[config.mk]
export PLATFORM = sky130hd
export DESIGN_NAME = cbpm_bank
export DESIGN_NICKNAME = d
export VERILOG_FILES = /design/src/core/cbpm_pkg.sv /design/src/core/cbpm_slot_mem.sv /design/src/core/cbpm_remap_dec.sv /design/src/core/cbpm_bank.sv
export SDC_FILE = /design/constraint.sdc
export NUM_CORES = 1
export LEC_CHECK = 0
export ABC_AREA = 1
export BUFFER_PORTS_ARGS = -buffer_cell sky130_fd_sc_hd__buf_2
export CAP_MARGIN = 20
export CORE_ASPECT_RATIO = 0.8
export CORE_UTILIZATION = 54
export DETAILED_ROUTE_END_ITERATION = 16
export PLACE_DENSITY = 0.71
export SETUP_SLACK_MARGIN = 0.05
export SYNTH_ARGS = -nofsm -noshare
export SYNTH_HDL_FRONTEND = slang
export SYNTH_SLANG_ARGS = --single-unit
[constraint.sdc]
create_clock -name clk_i -period 3.8 [get_ports clk_i]
set_input_delay 0.76 -clock clk_i [delete_from_list [all_inputs] [get_ports clk_i]]
set_output_delay 0.76 -clock clk_i [all_outputs]
set_load 0.01 [all_outputs]
[src/core/cbpm_pkg.sv]
// Package: register map, field layout and encodings of the context bank perf/remap block
`default_nettype none
package cbpm_pkg;
  localparam int unsigned NUM_SLOTS = 32;
  localparam logic [11:0] OFF_EVCNT_BASE = 12'h000;
  localparam logic [11:0] OFF_EVTYPE_BASE = 12'h400;
  localparam logic [11:0] OFF_IRQEN_SET = 12'hC40;
  localparam logic [11:0] OFF_IRQEN_CLR = 12'hC60;
  localparam logic [11:0] OFF_OVF_CLR = 12'hC80;
  localparam logic [11:0] OFF_OVF_SET = 12'hCC0;
  localparam logic [11:0] OFF_PERF_CTRL = 12'hE04;
  localparam logic [11:0] OFF_REMAP = 12'hF00;
  localparam logic [11:0] OFF_BANK_CFG = 12'hF40;
  // Perf control fields
  localparam int unsigned CTRL_EN_BIT = 0;
  localparam int unsigned CTRL_RST_CNT_BIT = 1;
  localparam int unsigned CTRL_WMASK_W = 2;
  localparam int unsigned CTRL_N_LSB = 11;
  // Bank config fields: group exposed, short-descriptor format
  localparam int unsigned CFG_GROUP_BIT = 0;
  localparam int unsigned CFG_SHORT_BIT = 1;
  localparam logic [31:0] CFG_RESET = 32'h0000_0000;
  localparam logic [31:0] CTRL_RESET = 32'h0000_0000;
  localparam logic [31:0] REMAP_RESET = 32'h0000_0000;
  localparam logic [31:0] EVTYPE_WMASK = 32'h0000_FFFF;
  localparam int unsigned TR_FIELD_W = 2;
  localparam int unsigned TR_FIELDS = 8;
  localparam logic [1:0] TR_STRONG = 2'h0;
  localparam logic [1:0] TR_DEVICE = 2'h1;
  localparam logic [1:0] TR_NORMAL = 2'h2;
  localparam logic [1:0] TR_RSVD = 2'h3;
  typedef enum logic [1:0] {
    CBPM_MT_STRONG,
    CBPM_MT_DEVICE,
    CBPM_MT_NORMAL,
    CBPM_MT_RSVD
  } cbpm_memtype_e;
endpackage : cbpm_pkg
`default_nettype wire

[src/core/cbpm_slot_mem.sv]
// Small register-output memory for event type slots
`default_nettype none
module cbpm_slot_mem #(
  parameter int unsigned DEPTH = 32,
  parameter int unsigned AW = 5
) (
  input wire logic clk_i,
  input wire logic we_i,
  input wire logic [AW-1:0] waddr_i,
  input wire logic [31:0] wdata_i,
  input wire logic [AW-1:0] raddr_i,
  output logic [31:0] rdata_o
);
  logic [31:0] mem_q [DEPTH];

  // Contents unreset on purpose: slot values have no defined reset
  always_ff @(posedge clk_i) begin
    if (we_i) begin
      mem_q[waddr_i] <= wdata_i;
    end
    rdata_o <= mem_q[raddr_i];
  end
endmodule : cbpm_slot_mem
`default_nettype wire

[src/core/cbpm_remap_dec.sv]
// Registered attribute-index lookup through the remap register
`default_nettype none
module cbpm_remap_dec (
  input wire logic clk_i,
  input wire logic rstn_i,
  input wire logic [15:0] remap_i,
  input wire logic short_fmt_i,
  input wire logic type_extension_bit0_i,
  input wire logic cacheable_i,
  input wire logic bufferable_i,
  output logic [1:0] mem_type_o,
  output logic remap_valid_o,
  output logic impl_index_o
);
  logic [2:0] idx;
  logic [1:0] field;

  always_comb begin
    idx = {type_extension_bit0_i, cacheable_i, bufferable_i};
    field = remap_i[idx*cbpm_pkg::TR_FIELD_W +: cbpm_pkg::TR_FIELD_W];
  end

  always_ff @(posedge clk_i) begin
    if (!rstn_i) begin
      mem_type_o <= cbpm_pkg::TR_STRONG;
      remap_valid_o <= 1'b0;
      impl_index_o <= 1'b0;
    end else begin
      // Encodings pass through: 00 strong, 01 device, 10 normal, 11 reserved
      mem_type_o <= field;
      remap_valid_o <= short_fmt_i;
      impl_index_o <= (idx == 3'h6);
    end
  end
endmodule : cbpm_remap_dec
`default_nettype wire

[src/core/cbpm_bank.sv]
// Context bank perf monitor window and primary region remap register, APB slave
//
// The implementer's own choices: the register offsets and register access over APB.
`default_nettype none
module cbpm_bank #(
  parameter int unsigned NUM_COUNTERS = 4,
  parameter int unsigned NUM_TYPES = 4,
  parameter int unsigned CNT_W = 32
) (
  input wire logic clk_i,
  input wire logic rstn_i,
  input wire logic psel_i,
  input wire logic penable_i,
  input wire logic pwrite_i,
  input wire logic [11:0] paddr_i,
  input wire logic [31:0] pwdata_i,
  output logic [31:0] prdata_o,
  output logic pready_o,
  output logic pslverr_o,
  input wire logic [NUM_COUNTERS-1:0] event_i,
  input wire logic type_extension_bit0_i,
  input wire logic cacheable_i,
  input wire logic bufferable_i,
  output logic [1:0] mem_type_o,
  output logic remap_valid_o,
  output logic impl_index_o,
  output logic [NUM_COUNTERS-1:0] counter_irq_o
);
  typedef struct packed {
    logic [31:0] cfg;
    logic [31:0] ctrl;
    logic [31:0] remap;
    logic [NUM_COUNTERS-1:0] irq_en;
    logic [NUM_COUNTERS-1:0] ovf;
    logic [NUM_COUNTERS-1:0] irq;
    logic [NUM_COUNTERS-1:0][CNT_W-1:0] cnt;
    logic [31:0] rdata;
    logic ready;
    logic err;
  } cbpm_state_s;

  cbpm_state_s s_q, s_d;

  logic group;
  logic access;
  logic setup;
  logic [11:0] a;
  logic [4:0] slot;
  logic in_cnt, in_type;
  logic type_we;
  logic [31:0] type_rdata;
  logic [31:0] rd;
  logic hit;
  logic [NUM_COUNTERS-1:0] wset;
  logic [NUM_COUNTERS-1:0] ovf_ev;

  assign group = s_q.cfg[cbpm_pkg::CFG_GROUP_BIT];
  assign a = paddr_i;
  assign slot = a[6:2];
  assign setup = psel_i && !penable_i;
  assign access = psel_i && penable_i && s_q.ready;
  assign in_cnt = (a[11:7] == cbpm_pkg::OFF_EVCNT_BASE[11:7]) && (a[1:0] == 2'h0);
  assign in_type = (a[11:7] == cbpm_pkg::OFF_EVTYPE_BASE[11:7]) && (a[1:0] == 2'h0);
  assign wset = pwdata_i[NUM_COUNTERS-1:0];
  // Type writes dropped for unexposed group and slots past the type count
  assign type_we = access && pwrite_i && in_type && group
    && ({27'h0, slot} < NUM_TYPES);

  cbpm_slot_mem #(
    .DEPTH(cbpm_pkg::NUM_SLOTS),
    .AW(5)
  ) u_types (
    .clk_i(clk_i),
    .we_i(type_we),
    .waddr_i(slot),
    .wdata_i(pwdata_i & cbpm_pkg::EVTYPE_WMASK),
    .raddr_i(slot),
    .rdata_o(type_rdata)
  );

  cbpm_remap_dec u_dec (
    .clk_i(clk_i),
    .rstn_i(rstn_i),
    .remap_i(s_q.remap[15:0]),
    .short_fmt_i(s_q.cfg[cbpm_pkg::CFG_SHORT_BIT]),
    .type_extension_bit0_i(type_extension_bit0_i),
    .cacheable_i(cacheable_i),
    .bufferable_i(bufferable_i),
    .mem_type_o(mem_type_o),
    .remap_valid_o(remap_valid_o),
    .impl_index_o(impl_index_o)
  );

  // Read mux; unexposed or out-of-range views read zero as the unknown value
  always_comb begin
    rd = 32'h0000_0000;
    hit = 1'b1;
    if (in_cnt) begin
      if (group && ({27'h0, slot} < NUM_COUNTERS)) begin
        rd = 32'(s_q.cnt[slot[$clog2(NUM_COUNTERS)-1:0]]);
      end
    end else if (in_type) begin
      hit = 1'b1;
    end else begin
      case (a)
        cbpm_pkg::OFF_PERF_CTRL: begin
          if (group) begin
            rd = s_q.ctrl;
            rd[cbpm_pkg::CTRL_RST_CNT_BIT] = 1'b0;
            rd[cbpm_pkg::CTRL_N_LSB +: 5] = 5'(NUM_COUNTERS);
          end
        end
        cbpm_pkg::OFF_IRQEN_SET, cbpm_pkg::OFF_IRQEN_CLR: begin
          if (group) begin
            rd = 32'(s_q.irq_en);
          end
        end
        cbpm_pkg::OFF_OVF_SET, cbpm_pkg::OFF_OVF_CLR: begin
          if (group) begin
            rd = 32'(s_q.ovf);
          end
        end
        cbpm_pkg::OFF_REMAP: rd = s_q.remap;
        cbpm_pkg::OFF_BANK_CFG: rd = s_q.cfg;
        default: hit = 1'b0;
      endcase
    end
  end

  // Counting and overflow events
  always_comb begin
    ovf_ev = '0;
    for (int i = 0; i < NUM_COUNTERS; i++) begin
      if (group && s_q.ctrl[cbpm_pkg::CTRL_EN_BIT] && event_i[i]
          && (s_q.cnt[i] == {CNT_W{1'b1}})) begin
        ovf_ev[i] = 1'b1;
      end
    end
  end

  always_comb begin
    s_d = s_q;
    s_d.ready = 1'b0;
    // Memory read data arrives one cycle after setup, so reply then
    // Error decided in setup so the flag leaves a register with ready
    s_d.err = setup && !hit;
    if (setup) begin
      s_d.ready = 1'b1;
    end
    if (group && s_q.ctrl[cbpm_pkg::CTRL_EN_BIT]) begin
      for (int i = 0; i < NUM_COUNTERS; i++) begin
        if (event_i[i]) begin
          s_d.cnt[i] = s_q.cnt[i] + CNT_W'(1);
        end
      end
    end
    if (access && pwrite_i) begin
      if (in_cnt && group && ({27'h0, slot} < NUM_COUNTERS)) begin
        s_d.cnt[slot[$clog2(NUM_COUNTERS)-1:0]] = CNT_W'(pwdata_i);
      end
      case (a)
        cbpm_pkg::OFF_PERF_CTRL: begin
          if (group) begin
            s_d.ctrl = {30'h0, pwdata_i[cbpm_pkg::CTRL_WMASK_W-1:0]};
            if (pwdata_i[cbpm_pkg::CTRL_RST_CNT_BIT]) begin
              s_d.cnt = '0;
            end
          end
        end
        cbpm_pkg::OFF_IRQEN_SET: if (group) s_d.irq_en = s_q.irq_en | wset;
        cbpm_pkg::OFF_IRQEN_CLR: if (group) s_d.irq_en = s_q.irq_en & ~wset;
        cbpm_pkg::OFF_OVF_SET: if (group) s_d.ovf = s_q.ovf | wset;
        cbpm_pkg::OFF_OVF_CLR: if (group) s_d.ovf = s_q.ovf & ~wset;
        cbpm_pkg::OFF_REMAP: s_d.remap = pwdata_i;
        cbpm_pkg::OFF_BANK_CFG: s_d.cfg = {30'h0, pwdata_i[1:0]};
        default: s_d.cfg = s_d.cfg;
      endcase
    end
    // Hardware overflow wins over a same-cycle clear
    s_d.ovf = s_d.ovf | ovf_ev;
    s_d.irq = s_d.ovf & s_d.irq_en;
    s_d.rdata = in_type ? 32'h0 : rd;
  end

  always_ff @(posedge clk_i) begin
    if (!rstn_i) begin
      s_q <= '0;
      s_q.cfg <= cbpm_pkg::CFG_RESET;
      s_q.ctrl <= cbpm_pkg::CTRL_RESET;
      s_q.remap <= cbpm_pkg::REMAP_RESET;
    end else begin
      s_q <= s_d;
    end
  end

  // Type slot data comes from the memory register; others from state
  always_comb begin
    prdata_o = 32'h0;
    if (in_type && group && ({27'h0, slot} < NUM_TYPES)) begin
      prdata_o = type_rdata;
    end else if (!in_type) begin
      prdata_o = s_q.rdata;
    end
  end
  assign pready_o = s_q.ready;
  assign pslverr_o = s_q.err;
  assign counter_irq_o = s_q.irq;
endmodule : cbpm_bank
`default_nettype wire

After elaboration in Yosys (flattened, before gate mapping)
Memories as Yosys holds them, arrays and structs flattened. A register that Yosys moved wholly into a read port is not among the register bits.
Cells that the tools add are included.
- memories: 1
- bits in latches: 0
- bits in writable memories: 512
- register bits after elaboration: 246
- word-level logic and storage cells: 123
- ROM bits: 0
- input port bits: 56
- output and inout port bits: 42
- memory list (name ; depth ; width ; rd ports ; clocked after Yosys merged registers in ; write ports ; RTL line ; source):
    u_types.mem_q ; 32 ; 16 ; 1 ; 1 ; 1 ; cbpm_slot_mem.sv:14 ; logic [31:0] mem_q [DEPTH];
- div/mod/pow operators: 0
- reduce and logical (&&, ||, !) cells: 36
- $mul: 0
- equal/unequal tests: 13
- add/sub/neg operators: 4
- shifts and indexed selects: 1
- order comparisons: 3
- bitwise logic cells: 8
- muxes and demuxes: 40
- operators with widths (kind ; number):
    two-way mux 128 bit ; 6
    two-way mux 32 bit ; 10
    case mux 32 bit (5 select lines) ; 1
    adder 32 x 1 -> 32 bit, second input constant ; 4
    bitwise mux 128 bit ; 1
    == test 32 bit, second input constant ; 4
    == test 12 bit, second input constant ; 7
    binary-select mux 32 bit (select 2 bit) ; 1
    demux 32 bit (select 2 bit) ; 1
    logical AND 1 bit ; 25
    two-way mux 4 bit ; 6
    case mux 4 bit (2 select lines) ; 2
    variable part select 16 x 5 -> 2 bit ; 1
    two-way mux 14 bit ; 1
    AND 4 bit ; 3
    bitwise OR 4 bit ; 3
    two-way mux 1 bit ; 10
    two-way mux 8 bit ; 1
    OR reduction 7 bit ; 1
    OR reduction 2 bit ; 3
    == test 5 x 4 -> 1 bit, second input constant ; 1
    zero test 5 bit ; 1
    less-than comparator 5 x 3 -> 1 bit, second input constant ; 1
    NOT 4 bit ; 1
    8 further kinds ; 10

Depth between registers and ports, before layout
Gate-level depths: netlist (run 1).
- word-level depth: 10
- mapped depth: 12

By module
A second synthesis (run 1) with hierarchy kept.
- cell total of the unflattened synthesis: 5684
- area total of the unflattened synthesis: 55817.3 um^2
- by module, submodules not included (module ; sequential area each (um^2) ; cells each ; area each (um^2) ; times used):
    cbpm_slot_mem ; 31390.1 ; 3536 ; 42405.7 ; 1
    cbpm_bank ; 4184.0 ; 2084 ; 13085.0 ; 1
    cbpm_remap_dec ; 80.1 ; 64 ; 326.6 ; 1

Worst setup path after synthesis (run 1)
Ideal clock, no wire load.
- path kind: input -> register
- start: input psel_i
- end: memory u_types.mem_q[0][0] (netlist bit) (enable)
- setup time: 0.388 ns
- slack: 0.879 ns
- data required time: 3.412 ns
- stages: 7
- arrival: 2.532 ns
- path through: nand2_1 > nor2_1 > buf_2 > buf_2 > buf_2 > nand2_1 > nor2_1
- longest elaborated chain between the ends: 8
- ends and longest elaborated chain (what ; RTL line ; source):
    from (decl) ; cbpm_bank.sv:12 ; input wire logic psel_i,
    logical AND 1 bit (2 in a row) ; cbpm_bank.sv:61 ; assign access = psel_i && penable_i && s_q.ready;
    logical AND 1 bit (3 in a row) ; cbpm_bank.sv:66 ; assign type_we = access && pwrite_i && in_type && group
    logical AND 1 bit ; cbpm_bank.sv:67 ; && ({27'h0, slot} < NUM_TYPES);
    two-way mux 1 bit ; cbpm_slot_mem.sv:18 ; if (we_i) begin
    two-way mux 1 bit (implied by the code) ; cbpm_slot_mem.sv:19 ; mem_q[waddr_i] <= wdata_i;
    to (decl) ; cbpm_slot_mem.sv:14 ;
Every way passes these cells.

Worst setup path in the final report (run 1)
- start: input paddr_i[7]
- end: output prdata_o[10]
- longest elaborated chain between the ends: 5
- elaborated cells between the ends (all ways): 6
- classes of those cells: eq/ne (1); mux (2); reduce/logical (3)
- ends and longest elaborated chain (what ; RTL line ; source):
    from (decl) ; cbpm_bank.sv:15 ; input wire logic [11:0] paddr_i,
    == test 5 x 4 -> 1 bit * ; cbpm_bank.sv:63 ; assign in_type = (a[11:7] == cbpm_pkg::OFF_EVTYPE_BASE[11:7]) && (a[1:0] == 2'h0);
    logical AND 1 bit * ; cbpm_bank.sv:63 ;
    logical AND 1 bit (2 in a row) ; cbpm_bank.sv:199 ; if (in_type && group && ({27'h0, slot} < NUM_TYPES)) begin
    two-way mux 32 bit * ; cbpm_bank.sv:199 ;
    to (decl) ; cbpm_bank.sv:17 ; output logic [31:0] prdata_o,
Mark *: on every way between the ends. The rest lies on a longest branch, timed or not.

==> results.yml, run 1 <==
synthesis:
  synthMuxAreaShare_pct: 0
  seq_area_frac_synth_pct: 61.6
  synth-simple-area-share_pct: 17.1
  synth_top_area_cell: "edfxtp_1"
  syn_area_um2: 32400
  synthAdderAreaFrac_pct: 0.155
  syn_area_per_cell_um2: 10.0
  synth-xor-area-share_pct: 1.62
  netlist.area_leader.share_pct: 47.5
  synthTopCellsByArea: "edfxtp_1 (47%), dfxtp_1 (14%), nand2_1 (7.6%)"
  synth_compound_area_share_pct: 14.7
  yosys.cell_types.count: 51
  synth_warnings: 0
  ys_seq_elements: 741
  synth_top_family_by_area: "simple AND/OR/NAND/NOR gates"
  syn_inst: 3238
floorplanning:
  start_util_pct: 55.2
  die-area_um2: 61000
  num_rows: 79
  core-area_um2: 58700
  io_pins: 98
  die-height_um: 221
  fp.dieW_um: 276
sta:
  finalHoldViolations: 0
  timing.slew.headroom_pct: 17.7
  min_period_ns: 3.21
  period_share_pct: 84.6
  setup_viol: 0
  timing.setup.tns_ns: 0
  clock.fmax_mhz: 311
  layout_setup_ws_ns: 0.586
  tightestPinTransition_ns: 1.23
  slew_violations: 0
  rsz0062_at_grt: "false"
  skew_ns: 0.0220
global_route:
  first_global_vias: 23900
  antenna_found_initial: 5
  grt_pass1_wl_um: 144000
  grt_usage_pct: 31.7
  grt_overflow: 0
  grt_start_max_net_pins: 143
detailed_routing:
  ant_nets: 0
  dr.pass1.iters: 7
  routed_wl_um: 97000
  vias_per_cell: 5.65
  drc: 0
  wl_per_cell_um: 21.1
  num_vias: 25900
  drt_iter0_markers: 3217
power_and_ir_drop:
  power.density_nw_per_um2: 463
  p_leak_nw: 14.6
  ir_drop_uv: 372
final_layout:
  area_delta_synth_final_pct: 16.9
  final_cell_mix: "nand2_1 (659), edfxtp_1 (512), conb_1 (448), nor2_1 (297), a22oi_1 (273)"
  layout.nets: 3823
  layout_commonest_cell: "nand2_1"
  antenna_cells: 0
  layout-drive-gt1-share_pct: 8.61
setup_path:
  worstPathRequired_ns: 3.04
  arrival_ns: 2.45
  crit_type: "in2out"
  crit_fanout: 19
  start_kind: "primary input"
  end_kind: "primary output"
clocking:
  cts_tree: "built"
  cts_buffers: 74
  cts_buffer_depth: 3
  worstSkewPairLatency_ns: 0.63
  ctsRootBufferMaster: "clkbuf_16"
  hold_buffers: 0
  cts.sinks: 741
  path_clk_slew_ns: 0.05
  cts_htree_levels: 3
  cts_setup_buffers: 0
  cts-resized-gates: 0
placed_design:
  hpwl_um: 65200
  portBuffers: 97
  gp_congestion: 0.993
  dp_slack_ns: 0.589
flow_run:
  cap_violations: 0
min_path:
  min_path_type: "in2reg"
status:
  outcome: "complete, no violations"
## critical path, stage by stage
cell     delay [ns]
buf_2          0.15
inv_2          0.09
nand2_1        0.06
nor2_1         0.17
nand3_2        0.37
nor2_1         0.22
buf_4          0.25
a22o_1         0.23
buf_2          0.15
## worst paths after layout
kind / from / slack [ns] / to / cells past startpoint
setup / recovery: paddr_i[7] / 0.59 / prdata_o[10] / 9
hold / removal: penable_i / 0.34 / pready_o$_SDFF_PN0_ / 2
setup reg to reg: group$_SDFFE_PN0P_ / 1.31 / s_q[54]$_SDFF_PN0_ / 9
hold reg to reg: s_q[204]$_SDFFE_PN0P_ / 0.47 / s_q[32]$_SDFF_PP0_ / 2
## sequential cells by signal, summed over array words and instances (netlist names)
name / flops
u_dec.impl_index_o: 1
pready_o: 1
pslverr_o: 1
u_types.mem_q: 512
group: 1
s_q: 202
u_types.rdata_o: 16
u_dec.mem_type_o: 2
u_dec.remap_valid_o: 1
counter_irq_o: 4
## stage by stage
stage / area (µm²) / total power [W] / utilization (%) / cells / hold slack [ns]
after floorplan: 34100 / 0.00982 / - / 3685 / 0.420
after global placement: 35400 / 0.0103 / 60.3 / 4456 / 0.449
after detailed placement: 35400 / 0.0103 / 60.3 / 4456 / 0.457
after CTS: 37900 / 0.0176 / 64.5 / 4589 / 0.324
after global routing: 37900 / 0.0181 / 64.5 / 4589 / 0.331
final: 37900 / 0.0175 / 64.5 / 4589 / 0.344
## cell usage after synthesis (all sizes together)
cell type,count
o2111ai,2
a221oi,4
nand4,47
dfxtp,229
and2,1
clkbuf,75
a32oi,2
a211oi,36
nand2,670
nor4,3
xnor2,9
nor2,319
a22o,22
nand3,203
o22ai,32
or2,12
a21o,30
a22oi,273
clkinv,5
o21ai,77
o21a,1
ha,4
buf,69
conb,1
a21boi,3
a21oi,238
o31ai,2
xor2,51
nor3,42
edfxtp,512
nand3b,8
nor3b,2
o21bai,3
o211ai,5
o2bb2ai,1
inv,242
o221ai,3
## power breakdown
| part | switching [W] | internal [W] |
|---|---|---|
| logic | 0.000677 | 0.000230 |
| clock network | 0.00312 | 0.00428 |
| registers | 0.000144 | 0.00909 |
## layer usage
| layer | wire length, µm | GRT usage, % |
|---|---|---|
| met1 | 43100 | 48.2 |
| met2 | 39100 | 42.5 |
| met3 | 12600 | 11.2 |
| met4 | 2130 | 8.12 |
| met5 | 49 | 0 |
## final cells by class
type	count	area, µm²
flip-flops and latches	741	20000
clock buffers	101	2040
clock inverters	32	399
multi-input cells	2553	12600
well taps	769	962
fillers	4922	20900
repair buffers	146	953
inverters	247	932
## cell families after synthesis
group / Yosys count
flip-flops: 741
buffers and inverters: 391
other: 1
AO/OA/AOI/OAI: 734
adder cells (fa/ha/maj): 4
AND/OR/NAND/NOR: 1307
XOR/XNOR: 60
Power figures use the tool's default switching activity.
==> inputs of run 2 (changes only) <==
==> constraint.sdc (replaced) <==
create_clock -name clk_i -period 3.2 [get_ports clk_i]
set_input_delay 0.64 -clock clk_i [delete_from_list [all_inputs] [get_ports clk_i]]
set_output_delay 0.64 -clock clk_i [all_outputs]
set_load 0.01 [all_outputs]
==> results.yml, run 2 (synthesis gave the netlist of run 1 again) <==
final_layout:
  largest_reg_flops: 512
  final_cell_mix: "nand2_1 (659), edfxtp_1 (512), conb_1 (448), nor2_1 (297), a22oi_1 (273)"
  antenna_cells: 0
  top_register: "u_types.mem_q"
  area_delta_synth_final_pct: 17.7
  fin_util_pct: 64.9
  fin_area_um2: 38100
  top_regs: "u_types.mem_q: 512 flops, s_q: 202 flops, u_types.rdata_o: 16 flops"
  n_fill_cell: 4962
  layout.nets: 3847
  layout-drive-gt1-share_pct: 9.41
  layout_commonest_cell: "nand2_1"
setup_path:
  cp_cell_sequence: "buf_2, inv_1, nand2_1, nor2_1, nand2_2, nor2_1, buf_4, a22o_1, buf_2"
  critPathTopFamily: "buffers and inverters"
  crit_buf_inv: 4
  arrival_ns: 2.13
  cpMaxStageDelayCell: "buf_4"
  worstPathRequired_ns: 2.56
  end_kind: "primary output"
  start_kind: "primary input"
  crit_type: "in2out"
  slowest_delay_ns: 0.23
  crit_fanout: 17
floorplanning:
  core-area_um2: 58700
  io_pins: 98
  die-height_um: 221
  fp.dieW_um: 276
  die-area_um2: 61000
  start_util_pct: 55.2
  num_rows: 79
sta:
  slew_violations: 0
  timing.slew.headroom_pct: 28.6
  tightestPinTransition_ns: 1.07
  holdWs_ns: 0.222
  setup_viol: 0
  rsz0062_at_grt: "false"
  period_share_pct: 86.6
  skew_ns: 0.0299
  finalHoldViolations: 0
  min_period_ns: 2.77
  clock.fmax_mhz: 361
  timing.setup.tns_ns: 0
clocking:
  cts_htree_levels: 3
  cts_tree: "built"
  hold_buffers: 0
  worstSkewPairLatency_ns: 0.64
  cts_setup_buffers: 0
  cts.sinks: 741
  cts_buffer_depth: 3
  ctsRootBufferMaster: "clkbuf_16"
  path_clk_slew_ns: 0.06
  cts_buffers: 72
  cts-resized-gates: 0
global_route:
  grt_start_max_net_pins: 143
  first_global_vias: 24200
  grt_usage_pct: 32.1
  antenna_found_initial: 4
  grt_overflow: 0
  grt_pass1_wl_um: 145000
placed_design:
  placed_area_um2: 35600
  portBuffers: 97
  gp_congestion: 1.03
  hpwl_um: 66000
power_and_ir_drop:
  ir_drop_uv: 438
  p_leak_nw: 14.8
  power.density_nw_per_um2: 549
flow_run:
  cap_violations: 0
detailed_routing:
  dr.pass1.iters: 8
  wl_per_cell_um: 21.1
  routed_wl_um: 97500
  num_vias: 26200
  drt_iter0_markers: 3305
  ant_nets: 0
  vias_per_cell: 5.67
  drc: 0
min_path:
  min_path_type: "in2reg"
status:
  outcome: "complete, no violations"
## run 2: layout make-up
cell class                 count  area (µm²)  area share, %
sequential                   741       20000           52.4
multi-input combinational   2553       12600           33.1
clock buffer                 101        2120           5.55
timing repair buffer         172        1170           3.08
tap                          769         962           2.52
inverter                     247         932           2.45
clock inverter                33         365          0.959
## run 2: through the flow
step	total power [W]	instances	setup WS, ns
2_1_floorplan	0.0117	3685	0.399
3_3_place_gp	0.0122	4482	0.276
3_5_place_dp	0.0122	4482	0.265
5_1_grt	0.0215	4616	0.308
6_report	0.0209	4616	0.429
4_1_cts	0.0210	4616	0.477
## run 2: power breakdown
part	switching (W)	internal, W
Combinational	0.000816	0.000288
Clock	0.00370	0.00515
Sequential	0.000177	0.0108
Total	0.00469	0.0162
## run 2: worst paths after layout
path,from,to,slack [ns],cells past startpoint
worst max-delay path,paddr_i[4],prdata_o[8],0.43,9
worst min-delay path,penable_i,pready_o$_SDFF_PN0_,0.22,2
worst max register to register,s_q[206]$_SDFFE_PN0P_,counter_irq_o[1]$_SDFF_PN0_,0.78,9
worst min register to register,s_q[204]$_SDFFE_PN0P_,s_q[32]$_SDFF_PP0_,0.47,2
## run 2: routing by layer
metal	GRT usage (%)	wire length, µm	vias to the layer above
li1	-	-	12100
met2	43.5	39300	1368
met1	49.2	43100	12500
met3	9.74	12600	193
met4	9.06	2390	6
met5	1.12	119	-
